--- config.mk ---
export PLATFORM = sky130hd
export DESIGN_NAME = scp_config_power_regs
export DESIGN_NICKNAME = d
export VERILOG_FILES = /design/src/rtl/scp_pkg.sv /design/src/rtl/scp_bus_if.sv /design/src/rtl/scp_config_power_regs.sv /design/src/rtl/scp_serial_port.sv
export SDC_FILE = /design/constraint.sdc
export NUM_CORES = 1
export LEC_CHECK = 0
export BUFFER_PORTS_ARGS = -buffer_cell sky130_fd_sc_hd__buf_2
export CAP_MARGIN = 0
export CORE_MARGIN = 5
export CORE_UTILIZATION = 65
export DETAILED_ROUTE_END_ITERATION = 7
export PLACE_DENSITY = 0.83
export SYNTH_ARGS = -nofsm -noshare
export SYNTH_HDL_FRONTEND = slang
export SYNTH_SLANG_ARGS = --single-unit
--- constraint.sdc ---
create_clock -name clock -period 6.17 [get_ports clock]
set_clock_uncertainty 0.15 [all_clocks]
set_input_delay 0.3085 -clock clock [delete_from_list [all_inputs] [get_ports clock]]
set_output_delay 0.3085 -clock clock [all_outputs]
set_load 0.005 [all_outputs]
--- src/rtl/scp_pkg.sv ---
// Constants shared by the serial configuration and power register block.
package scp_pkg;

   // ------------------------------------------------------------------
   // Register offsets
   // ------------------------------------------------------------------
   localparam logic [14:0] ADDR_PORT_CFG_A = 15'h0000;
   localparam logic [14:0] ADDR_PORT_CFG_B = 15'h0001;
   localparam logic [14:0] ADDR_CHAN_POWER = 15'h0002;

   // ------------------------------------------------------------------
   // Field positions
   // ------------------------------------------------------------------
   localparam int CFGA_SOFT_RST = 0;
   localparam int CFGA_LSB_FIRST = 1;
   localparam int CFGA_ASCEND = 2;
   localparam int CFGA_ASCEND_MIR = 5;
   localparam int CFGA_LSB_FIRST_MIR = 6;
   localparam int CFGA_SOFT_RST_MIR = 7;
   localparam int CFGB_DP_SOFT_RST = 1;
   localparam int PWR_MODE_LSB = 0;

   // ------------------------------------------------------------------
   // Reset values and encodings
   // ------------------------------------------------------------------
   localparam logic [7:0] RESET_BYTE = 8'h00;
   localparam logic RESET_LSB_FIRST = 1'b0;
   localparam logic RESET_ASCEND = 1'b0;
   localparam logic [1:0] PWR_NORMAL = 2'h0;
   localparam logic [1:0] PWR_STANDBY = 2'h2;
   localparam logic [1:0] PWR_DOWN = 2'h3;
   localparam logic [1:0] RESET_PWR_MODE = PWR_NORMAL;

   // ------------------------------------------------------------------
   // Frame layout and timing
   // ------------------------------------------------------------------
   localparam int INSTR_BITS = 16;
   localparam int NUM_CHANNELS = 2;
   localparam int CLOCK_MHZ = 250;
   localparam int BOOT_TIME_MS = 5;
   localparam int BOOT_CYCLES = BOOT_TIME_MS * CLOCK_MHZ * 1000;

   typedef enum logic [1:0] {
      ST_IDLE,
      ST_INSTR,
      ST_DATA,
      ST_DRAIN
   } scp_state_t;

endpackage : scp_pkg

--- src/rtl/scp_bus_if.sv ---
// Link between the serial shifter and the register file.
`timescale 1ns/1ps
interface scp_bus_if;
   logic wrStb;
   logic [14:0] addr;
   logic [7:0] wdata;
   logic [7:0] rdata;
   logic lsbFirst;
   logic ascend;
   logic portReset;

   modport port (
      output wrStb,
      output addr,
      output wdata,
      input rdata,
      input lsbFirst,
      input ascend,
      input portReset
   );

   modport regs (
      input wrStb,
      input addr,
      input wdata,
      output rdata,
      output lsbFirst,
      output ascend,
      output portReset
   );
endinterface : scp_bus_if

--- src/rtl/scp_config_power_regs.sv ---
// Serial port configuration and per-channel power mode registers.
`timescale 1ns/1ps
module scp_config_power_regs #(
   parameter int NCH = scp_pkg::NUM_CHANNELS,
   parameter int BOOT_CYCLES = scp_pkg::BOOT_CYCLES
) (
   // Clock and reset
   input wire logic clock,
   input wire logic rst_b,
   // Serial pins
   input wire logic sclkPin,
   input wire logic csPin_b,
   input wire logic sdioIn,
   output logic sdioOut,
   output logic sdioOe,
   // Channel select from the channel index register
   input wire logic [NCH-1:0] chanSel,
   // Datapath controls
   output logic dpSoftReset,
   output logic [NCH-1:0] dpClockEn,
   output logic [NCH-1:0] dpHoldReset,
   output logic [NCH-1:0] linkOutEn,
   // Recovery status
   output logic bootBusy
);

   // ------------------------------------------------------------------
   // Pin synchronisers
   // ------------------------------------------------------------------
   // The pins are sampled on the core clock, so the serial clock must
   // stay well below one eighth of it for clean edge detection.
   logic [1:0] sclkSync_r;
   logic [1:0] csSync_r;
   logic [1:0] sdiSync_r;
   logic sclkDly_r;

   always_ff @(posedge clock)
   begin
      if (!rst_b)
      begin
         sclkSync_r <= 2'h0;
         csSync_r <= 2'h3;
         sdiSync_r <= 2'h0;
         sclkDly_r <= 1'b0;
      end
      else
      begin
         sclkSync_r <= {sclkSync_r[0], sclkPin};
         csSync_r <= {csSync_r[0], csPin_b};
         sdiSync_r <= {sdiSync_r[0], sdioIn};
         sclkDly_r <= sclkSync_r[1];
      end
   end

   wire sclkRise = sclkSync_r[1] && !sclkDly_r;
   wire sclkFall = !sclkSync_r[1] && sclkDly_r;
   wire csLow = !csSync_r[1];

   // ------------------------------------------------------------------
   // Serial port
   // ------------------------------------------------------------------
   scp_bus_if bus ();
   logic sdoInt;
   logic sdoEnInt;

   scp_serial_port u_port (
      .clock(clock),
      .rst_b(rst_b),
      .csLow(csLow),
      .sclkRise(sclkRise),
      .sclkFall(sclkFall),
      .sdi(sdiSync_r[1]),
      .sdo(sdoInt),
      .sdoEn(sdoEnInt),
      .bus(bus)
   );

   // ------------------------------------------------------------------
   // Address decode
   // ------------------------------------------------------------------
   // unsupported addresses ignored
   wire hitCfgA = bus.addr == scp_pkg::ADDR_PORT_CFG_A;
   wire hitCfgB = bus.addr == scp_pkg::ADDR_PORT_CFG_B;
   wire hitPwr = bus.addr == scp_pkg::ADDR_CHAN_POWER;
   wire wrCfgA = bus.wrStb && hitCfgA;
   wire wrCfgB = bus.wrStb && hitCfgB;
   wire wrPwr = bus.wrStb && hitPwr;

   wire softReq = wrCfgA && (bus.wdata[scp_pkg::CFGA_SOFT_RST] ||
                             bus.wdata[scp_pkg::CFGA_SOFT_RST_MIR]);
   wire dpReq = wrCfgB && bus.wdata[scp_pkg::CFGB_DP_SOFT_RST];

   // ------------------------------------------------------------------
   // Configuration register
   // ------------------------------------------------------------------
   logic lsbFirst_r;
   logic ascend_r;
   logic softRst_r;

   always_ff @(posedge clock)
   begin
      if (!rst_b)
         softRst_r <= 1'b0;
      else
         softRst_r <= softReq;
   end

   always_ff @(posedge clock)
   begin
      if (!rst_b || softRst_r)
      begin
         lsbFirst_r <= scp_pkg::RESET_LSB_FIRST;
         ascend_r <= scp_pkg::RESET_ASCEND;
      end
      else if (wrCfgA && !softReq)
      begin
         lsbFirst_r <= bus.wdata[scp_pkg::CFGA_LSB_FIRST] ||
                       bus.wdata[scp_pkg::CFGA_LSB_FIRST_MIR];
         ascend_r <= bus.wdata[scp_pkg::CFGA_ASCEND] ||
                     bus.wdata[scp_pkg::CFGA_ASCEND_MIR];
      end
   end

   assign bus.lsbFirst = lsbFirst_r;
   assign bus.ascend = ascend_r;
   assign bus.portReset = softRst_r;

   // ------------------------------------------------------------------
   // Per-channel power mode
   // ------------------------------------------------------------------
   logic [1:0] pwrMode_r [NCH];
   logic [NCH-1:0] clkEn_r;
   logic [NCH-1:0] hold_r;
   logic [NCH-1:0] link_r;
   logic dpPulse_r;

   always_ff @(posedge clock)
   begin
      if (!rst_b || softRst_r)
         dpPulse_r <= 1'b0;
      else
         dpPulse_r <= dpReq;
   end

   genvar ch;
   generate
      for (ch = 0; ch < NCH; ch++)
      begin : g_chan
         wire [1:0] mode = pwrMode_r[ch];
         always_ff @(posedge clock)
         begin
            if (!rst_b || softRst_r)
               pwrMode_r[ch] <= scp_pkg::RESET_PWR_MODE;
            else if (wrPwr && chanSel[ch])
               pwrMode_r[ch] <= bus.wdata[scp_pkg::PWR_MODE_LSB +: 2];
         end
         always_ff @(posedge clock)
         begin
            if (!rst_b)
            begin
               clkEn_r[ch] <= 1'b1;
               hold_r[ch] <= 1'b0;
               link_r[ch] <= 1'b1;
            end
            else
            begin
               clkEn_r[ch] <= mode != scp_pkg::PWR_STANDBY &&
                              mode != scp_pkg::PWR_DOWN;
               hold_r[ch] <= mode == scp_pkg::PWR_DOWN || dpReq;
               link_r[ch] <= mode != scp_pkg::PWR_DOWN;
            end
         end
      end
   endgenerate

   // ------------------------------------------------------------------
   // Readback
   // ------------------------------------------------------------------
   // Self-clearing bits always read as zero; with both channels selected
   // the lowest selected channel answers.
   wire rdCh = (NCH > 1) && !chanSel[0] && chanSel[1];
   wire [7:0] cfgAByte = {1'b0, lsbFirst_r, ascend_r, 2'h0, ascend_r,
                          lsbFirst_r, 1'b0};
   wire [7:0] pwrByte = {6'h00, pwrMode_r[rdCh]};
   assign bus.rdata = hitCfgA ? cfgAByte :
                      hitCfgB ? scp_pkg::RESET_BYTE :
                      hitPwr ? pwrByte : scp_pkg::RESET_BYTE;

   // ------------------------------------------------------------------
   // Recovery timer
   // ------------------------------------------------------------------
   // recovery window flag
   localparam int BCW = $clog2(BOOT_CYCLES + 1);
   logic [BCW-1:0] bootCnt_r;
   logic busy_r;

   always_ff @(posedge clock)
   begin
      if (!rst_b)
      begin
         bootCnt_r <= '0;
         busy_r <= 1'b0;
      end
      else if (softRst_r)
      begin
         bootCnt_r <= BCW'(BOOT_CYCLES - 1);
         busy_r <= 1'b1;
      end
      else if (bootCnt_r != '0)
         bootCnt_r <= bootCnt_r - BCW'(1);
      else
         busy_r <= 1'b0;
   end

   // ------------------------------------------------------------------
   // Outputs
   // ------------------------------------------------------------------
   assign sdioOut = sdoInt;
   assign sdioOe = sdoEnInt;
   assign dpSoftReset = dpPulse_r;
   assign dpClockEn = clkEn_r;
   assign dpHoldReset = hold_r;
   assign linkOutEn = link_r;
   assign bootBusy = busy_r;

endmodule : scp_config_power_regs

--- src/rtl/scp_serial_port.sv ---
// Three-wire serial frame shifter, oversampled on the system clock.
`timescale 1ns/1ps
module scp_serial_port (
   // Clock and reset
   input wire logic clock,
   input wire logic rst_b,
   // Synchronised pin levels and edges
   input wire logic csLow,
   input wire logic sclkRise,
   input wire logic sclkFall,
   input wire logic sdi,
   // Data output pin
   output logic sdo,
   output logic sdoEn,
   // Register side
   scp_bus_if.port bus
);

   // ------------------------------------------------------------------
   // Shift path
   // ------------------------------------------------------------------
   scp_pkg::scp_state_t state_r;
   logic [15:0] shift_r;
   logic [3:0] bitCnt_r;
   logic isRead_r;
   logic [14:0] addr_r;
   logic [7:0] outByte_r;
   logic loadPend_r;
   logic wrStb_r;
   logic stepPend_r;
   logic [7:0] wdata_r;

   wire [15:0] shiftNxt = bus.lsbFirst ? {sdi, shift_r[15:1]} :
                                         {shift_r[14:0], sdi};
   wire [7:0] byteIn = bus.lsbFirst ? shiftNxt[15:8] : shiftNxt[7:0];
   wire instrDone = (state_r == scp_pkg::ST_INSTR) && sclkRise &&
                    (bitCnt_r == 4'(scp_pkg::INSTR_BITS - 1));
   wire byteDone = (state_r == scp_pkg::ST_DATA) && sclkRise &&
                   (bitCnt_r == 4'h7);
   wire [14:0] addrStep = bus.ascend ? addr_r + 15'h0001 :
                                       addr_r - 15'h0001;
   wire [2:0] outIdx = bus.lsbFirst ? bitCnt_r[2:0] : 3'h7 - bitCnt_r[2:0];

   assign bus.wrStb = wrStb_r;
   assign bus.addr = addr_r;
   assign bus.wdata = wdata_r;

   // ------------------------------------------------------------------
   // Frame sequencing
   // ------------------------------------------------------------------
   always_ff @(posedge clock)
   begin
      wrStb_r <= 1'b0;
      stepPend_r <= 1'b0;
      if (!rst_b)
      begin
         state_r <= scp_pkg::ST_IDLE;
         shift_r <= 16'h0000;
         bitCnt_r <= 4'h0;
         isRead_r <= 1'b0;
         addr_r <= 15'h0000;
         wdata_r <= 8'h00;
         loadPend_r <= 1'b0;
      end
      else if (bus.portReset)
      begin
         state_r <= csLow ? scp_pkg::ST_DRAIN : scp_pkg::ST_IDLE;
         bitCnt_r <= 4'h0;
         loadPend_r <= 1'b0;
      end
      else if (!csLow)
      begin
         state_r <= scp_pkg::ST_IDLE;
         bitCnt_r <= 4'h0;
      end
      else
      begin
         case (state_r)
            scp_pkg::ST_IDLE:
            begin
               state_r <= scp_pkg::ST_INSTR;
               bitCnt_r <= 4'h0;
            end
            scp_pkg::ST_INSTR:
               if (sclkRise)
               begin
                  shift_r <= shiftNxt;
                  bitCnt_r <= bitCnt_r + 4'h1;
                  if (instrDone)
                  begin
                     state_r <= scp_pkg::ST_DATA;
                     bitCnt_r <= 4'h0;
                     isRead_r <= shiftNxt[15];
                     addr_r <= shiftNxt[14:0];
                     loadPend_r <= 1'b1;
                  end
               end
            scp_pkg::ST_DATA:
               if (sclkRise)
               begin
                  shift_r <= shiftNxt;
                  bitCnt_r <= byteDone ? 4'h0 : bitCnt_r + 4'h1;
                  if (byteDone)
                  begin
                     stepPend_r <= 1'b1;
                     wrStb_r <= !isRead_r;
                     wdata_r <= byteIn;
                  end
               end
            scp_pkg::ST_DRAIN:
               state_r <= scp_pkg::ST_DRAIN;
            default:
               state_r <= scp_pkg::ST_IDLE;
         endcase
         if (stepPend_r)
         begin
            addr_r <= addrStep;
            loadPend_r <= 1'b1;
         end
         else if (loadPend_r)
            loadPend_r <= 1'b0;
      end
   end

   // The address steps only after the write strobe, so a write lands on
   // the byte's own address; the next read byte is fetched one cycle later.
   always_ff @(posedge clock)
   begin
      if (!rst_b)
         outByte_r <= 8'h00;
      else if (loadPend_r)
         outByte_r <= bus.rdata;
   end

   // ------------------------------------------------------------------
   // Readback drive
   // ------------------------------------------------------------------
   // bit order of readback
   always_ff @(posedge clock)
   begin
      if (!rst_b || !csLow || bus.portReset)
      begin
         sdo <= 1'b0;
         sdoEn <= 1'b0;
      end
      else if (state_r == scp_pkg::ST_DATA && isRead_r && sclkFall)
      begin
         sdo <= outByte_r[outIdx];
         sdoEn <= 1'b1;
      end
   end

endmodule : scp_serial_port

* Word-level counts from Yosys, hierarchy flattened
Memory sizes are Yosys's and may differ from the RTL's. Index checks and enable logic that the tools add are counted.
Word-level totals: word-level logic and storage cells 159, input bits 7, register bits after elaboration 98, memory bits (writable) 4, output and inout port bits 10, memories kept 1
Memory list:
- pwrMode_r | depth 2, bits a word 2, read ports 3, clocked after Yosys merged registers in 0, wr ports 2, RTL line scp_config_power_regs.sv:131 | logic [1:0] pwrMode_r [NCH];
Operators by class: bitwise operators 8, magnitude comparators 1, add/sub/neg operators 5, eq/ne operators 18, reductions and logical operators 53, mux-type cells 44
Operators by type and width (count):
- 15-bit 2-to-1 mux | 5
- 21-bit 2-to-1 mux | 2
- 21-bit nonzero test | 1
- 21-bit by 1-bit subtractor with 21-bit output, second input constant | 1
- 1-bit logical AND | 19
- 2-bit 2-to-1 mux | 9
- 1-bit 2-to-1 mux | 17
- 16-bit 2-to-1 mux | 1
- 4-bit 2-to-1 mux | 4
- 15-bit by 1-bit adder with 15-bit output, second input constant | 1
- 15-bit by 1-bit == test with 1-bit output, second input constant | 1
- 15-bit by 2-bit == test with 1-bit output, second input constant | 1
- 15-bit logical NOT | 1
- 5-bit AND reduction | 3
- 15-bit by 1-bit subtractor with 15-bit output, second input constant | 1
- 4-bit one-hot mux with 3 select lines | 1
- 2-bit != test, second input constant | 5
- 2-bit == test, second input constant | 4
- 1-bit logical OR | 8
- 8-bit 2-to-1 mux | 1
- 4-bit by 3-bit != test with 1-bit output, second input constant | 2
- 2-bit nonzero test | 4
- 7-bit 2-to-1 mux | 1
- 1-bit logical NOT | 6
- other kinds (21) | 30

* Depth between registers and ports, before layout
depth in word-level cells 9, depth in mapped cells 8, depth with buffers taken out 7

* By module
A second synthesis with hierarchy kept.
Unflattened totals: cells, all modules 643, area total of the unflattened synthesis 5422.7 um^2
By module, submodules not included:
- scp_serial_port | cells an instance 413, sequential area each 1181.1 um^2, area an instance 3417.0 um^2, times used 1
- scp_config_power_regs | cells an instance 230, sequential area each 900.9 um^2, area an instance 2005.7 um^2, times used 1

* Least setup slack after synthesis
OpenSTA, ideal clock, no wires.
kind register to register, start point register u_port.addr_r[0], in the netlist u_port.bus.addr[0], end point register u_port.addr_r[14], in the netlist u_port.bus.addr[14], setup slack 3.753 ns, cell stages (with the launch flop) 9, data required time 5.903 ns, arrival time 2.151 ns, path buffers 1, period minus slack after synthesis 2.417 ns, setup time 0.117 ns, path through dfxtp_1 -> inv_1 -> ha_1 -> clkbuf_1 -> or3b_2 -> nor3_1 -> o211ai_1 -> a22o_1 -> a22o_1
Between the ends: word-level cells in the longest chain between the ends 3, elaborated cells between the ends (all ways) 4, those cells by class 2 x add/sub; 2 x mux
RTL lines:
- start, declared | RTL line scp_serial_port.sv:26 | logic [14:0] addr_r;
- start signal, assigned | RTL line scp_serial_port.sv:94 | addr_r <= shiftNxt[14:0];
- start signal, assigned | RTL line scp_serial_port.sv:117 | addr_r <= addrStep;
- 15-bit by 1-bit subtractor with 15-bit output / 15-bit by 1-bit adder with 15-bit output (equally long branches) | RTL line scp_serial_port.sv:41, scp_serial_port.sv:40
- 15-bit 2-to-1 mux * | RTL line scp_serial_port.sv:40 | wire [14:0] addrStep = bus.ascend ? addr_r + 15'h0001 :
- 15-bit 2-to-1 mux * | RTL line scp_serial_port.sv:115 | if (stepPend_r)
Every way passes the cells marked *; elsewhere a longest branch is shown, timed or not. A chain may end at the register's enable or synchronous reset.

* Worst setup path after layout
start point register softRst_r, in the netlist bus.portReset, end point register u_port.wdata_r[2], in the netlist u_port.bus.wdata[2]
Between the ends: word-level cells in the longest chain between the ends 2
RTL lines:
- start, declared | RTL line scp_config_power_regs.sv:98 | logic softRst_r;
- start signal, assigned | RTL line scp_config_power_regs.sv:105 | softRst_r <= softReq;
- 1-bit inverter (no source line)
- 5-bit AND reduction (no source line)
- end signal, assigned | RTL line scp_serial_port.sv:107 | wdata_r <= byteIn;
- end, declared | RTL line scp_serial_port.sv:31 | logic [7:0] wdata_r;
No other way between the ends.

==> metrics.md <==
| Metric | Value |
|---|---|
| Share of cells above drive strength 1 | `0.0874` |
| Total Power | `1.70 mW` |
| Initial drt markers | `256` |
| Diode count | `0` |
| Worst setup path class | `flip-flop to flip-flop` |
| Core Box Area | `7290 um^2` |
| Design area | `5200 um^2` |
| Met1 WL | `5110 um` |
| Placed Area | `4960 um^2` |
| Clock slew seen by the registers of the worst setup and hold paths | `0.11 ns` |
| Pin count of the biggest net entering global routing | `48` |
| Asr flop ratio synth | `0` |
| Die area | `9330 um^2` |
| Fin cells | `671` |
| Outcome | `complete, no violations` |
| Initial antenna violation count | `0` |
| Rel. slew slack | `0.148` |
| Min Tclk post-route | `2.70 ns` |
| Clock sink count | `96` |
| Clock Latency Late Sink | `0.37 ns` |
| Syn-to-layout area delta | `6.70%` |
| DRC | `0` |
| Seq/Total Area, Yosys | `0.402` |
| # rows | `31` |
| Total CTS buffers | `9` |
| Drt pass-1 iters | `5` |
| CTS tree | `done` |
| Worst slack, placed | `3.49 ns` |
| Required @ worst endpoint | `6.29 ns` |
| Area leader, netlist | `dfxtp_1` |
| P per Cell Area | `327 nW/um^2` |
| Global placement routability congestion | `0.950` |
| H-tree depth | `3` |
| Leakage | `1.85 nW` |
| Dpl cells | `652` |
| Pins Over Slew Limit | `0` |
| Antenna-violating nets left | `0` |
| Setup crit start kind | `flip-flop` |
| Fmax | `0.370 GHz` |
| Bufs and invs on worst path | `0` |
| Routed wl met3 | `626 um` |
| CP Depth | `5` |
| Share of the synthesized area in the top cell type | `0.378` |
| Mean area per synthesized cell | `8.52 um^2` |
| Synthesized instance count | `572` |
| Multi-input logic area | `2710 um^2` |
| Nets | `586` |
| R2R depth | `5` |
| Worst EP arrival | `2.82 ns` |
| DR WL met2 | `5120 um` |
| Hold depth | `2` |
| Die width | `96.6 um` |
| Critical-path maximum fanout | `12` |
| Clk root buf | `clkbuf_8` |
| Most frequent CP cell | `nor2_1` |
| Max cap viols | `0` |
| Max incr delay on CP | `0.84 ns` |
| Fin crit share | `0.438` |
| Number of synthesized register bits | `96` |
| Drt wl/cell | `16.4 um` |
| Area contributors post-synth | `dfxtp_1 38%, mux2i_1 6.4%, nor2_1 4.8%` |
| DP HPWL | `7640 um` |
| Crit. End Element | `flip-flop` |
| Die height | `96.6 um` |
| Worst setup margin | `3.47 ns` |
| EDFF count, synth | `4` |
| CTS Buffer Depth | `2` |
| CP top delay family | `simple AND/OR/NAND/NOR gates` |
| Worst-path cell chain | `nor2_1 -> nand2_1 -> nor3_1 -> nor2_1 -> a211oi_1` |
| Detailed Route WL | `11,000 um` |
| Final setup violating endpoints | `0` |
| # fillers | `587` |
| CP max-delay cell | `nor3_1` |
| Top sig layer | `met4` |
| Cell variety after synth | `63` |
| Synth Warn # | `0` |
| Commonest non-fill, non-tap cells in the layout | `92 x dfxtp_1, 61 x nor2_1, 38 x nand2_1` |
| Initial core utilization | `0.669` |
| Io pins | `17` |
| First-pass GRT wire length | `18,300 um` |
| I/O Buffers | `16` |
| Hold WC Path Type | `input port to flip-flop` |
| Commonest non-fill, non-tap cell in the layout | `dfxtp_1` |
| Peak supply drop | `0.199 mV` |
| FF+latch area | `1960 um^2` |
| Vias in the first global route | `3,763` |
| Grt ovf | `0` |
| Gr usage total | `0.232` |
| RSZ-0062 raised after global routing | `no` |
| Net count after synthesis | `591` |
| Final setup TNS | `0 ns` |
| Top_reg_cell synth | `dfxtp_1` |
| Least-Margin Pin Slew | `1.28 ns` |
| Via-to-Cell Ratio | `6.32` |
| Area of the mapped netlist | `4880 um^2` |
| Vias | `4,238` |
| Final hold viol count | `0` |
[logic make-up (layout without fill, tap and decap cells)]
family / count (synthesis) / after routing / share of synthesized area
buffers and inverters: 55 / 55 / 0.0429
and+or+nand+nor: 224 / 224 / 0.242
xor gates and xnor gates: 13 / 13 / 0.0234
adders and majority gates: 12 / 12 / 0.0308
DFF: 96 / 96 / 0.402
AOI/OAI and AO/OA: 137 / 137 / 0.186
muxes: 35 / 35 / 0.0729
[power by group]
part           internal [mW]  switching, mW  total, mW
clock                  0.195          0.240      0.435
sequential             0.691         0.0652      0.757
combinational          0.218          0.292      0.510
total                   1.10          0.598       1.70
[metal layers]
metal,up-vias,global-route usage
li1,2080,-
met1,2018,0.315
met2,123,0.368
met3,17,0.0604
met4,0,0.0572
met5,-,0
[path summary, 6_finish.rpt]
| path | start | end | slack, ns |
|---|---|---|---|
| max | bus.portReset$_SDFF_PN0_ | u_port.bus.wdata[2]$_SDFFE_PN0P_ | 3.47 |
| min | chanSel[1] | pwrMode_r[1][1]$_SDFFCE_PN0P_ | 0.16 |
| max reg2reg | bus.portReset$_SDFF_PN0_ | u_port.bus.wdata[2]$_SDFFE_PN0P_ | 3.47 |
| min reg2reg | csSync_r[0]$_SDFF_PN1_ | csSync_r[1]$_SDFF_PN1_ | 0.27 |
[what timing repair did]
item                                    CTS  global route
buffers inserted                          0             0
endpoints found under the setup margin    0             0
hold buffers                              3             0
gates resized for setup                   0             0
endpoints found under the hold margin     3             0
[state kept, by name, summed over array words and instances, names as in the netlist, 2 cells and up]
signal,cells
u_port.bus.addr,15
u_port.shift_r,16
csSync_r,2
bootCnt_r,21
dpClockEn,2
sclkSync_r,2
dpHoldReset,2
u_port.state_r,2
pwrMode_r,4
linkOutEn,2
u_port.outByte_r,4
u_port.bus.wdata,6
sdiSync_r,2
u_port.bitCnt_r,4
[Yosys cell counts (3+ instances only)]
cell type	n
dfxtp_1	92
nor3_1	12
buf_1	5
nor2_1	62
a31oi_1	5
nand3_1	21
o31ai_1	3
a211oi_1	27
clkbuf_1	31
o22ai_1	4
inv_1	17
or4_1	10
nand2b_1	9
mux2_2	4
ha_1	12
or3_1	8
mux2i_1	31
edfxtp_1	4
xor2_1	5
o21a_1	8
a21oi_1	37
nor3b_1	7
o32ai_1	3
and3_1	10
and2_1	7
nand2_1	38
nand4b_1	3
nor2b_1	7
o41ai_1	3
a22o_1	3
o22a_1	3
xnor2_1	8
nand4_1	4
o21ai_0	22
nor4_1	9
[through the flow]
step	hold WS [ns]	util
finish	0.159	0.713
global route	0.145	0.713
CTS	0.130	0.713
detailed placement	0.246	0.680
global placement	0.244	0.680
floorplan	0.236	-
[area by class of cell]
type | instances | share of cell area
timing repair buffer | 22 | 0.0255
sequential | 96 | 0.377
tap | 99 | 0.0238
clock inverter | 7 | 0.0171
multi-input combinational | 421 | 0.520
clock buffer | 9 | 0.0238
inverter | 17 | 0.0123
Note: power is estimated with default switching activity, not from simulation.
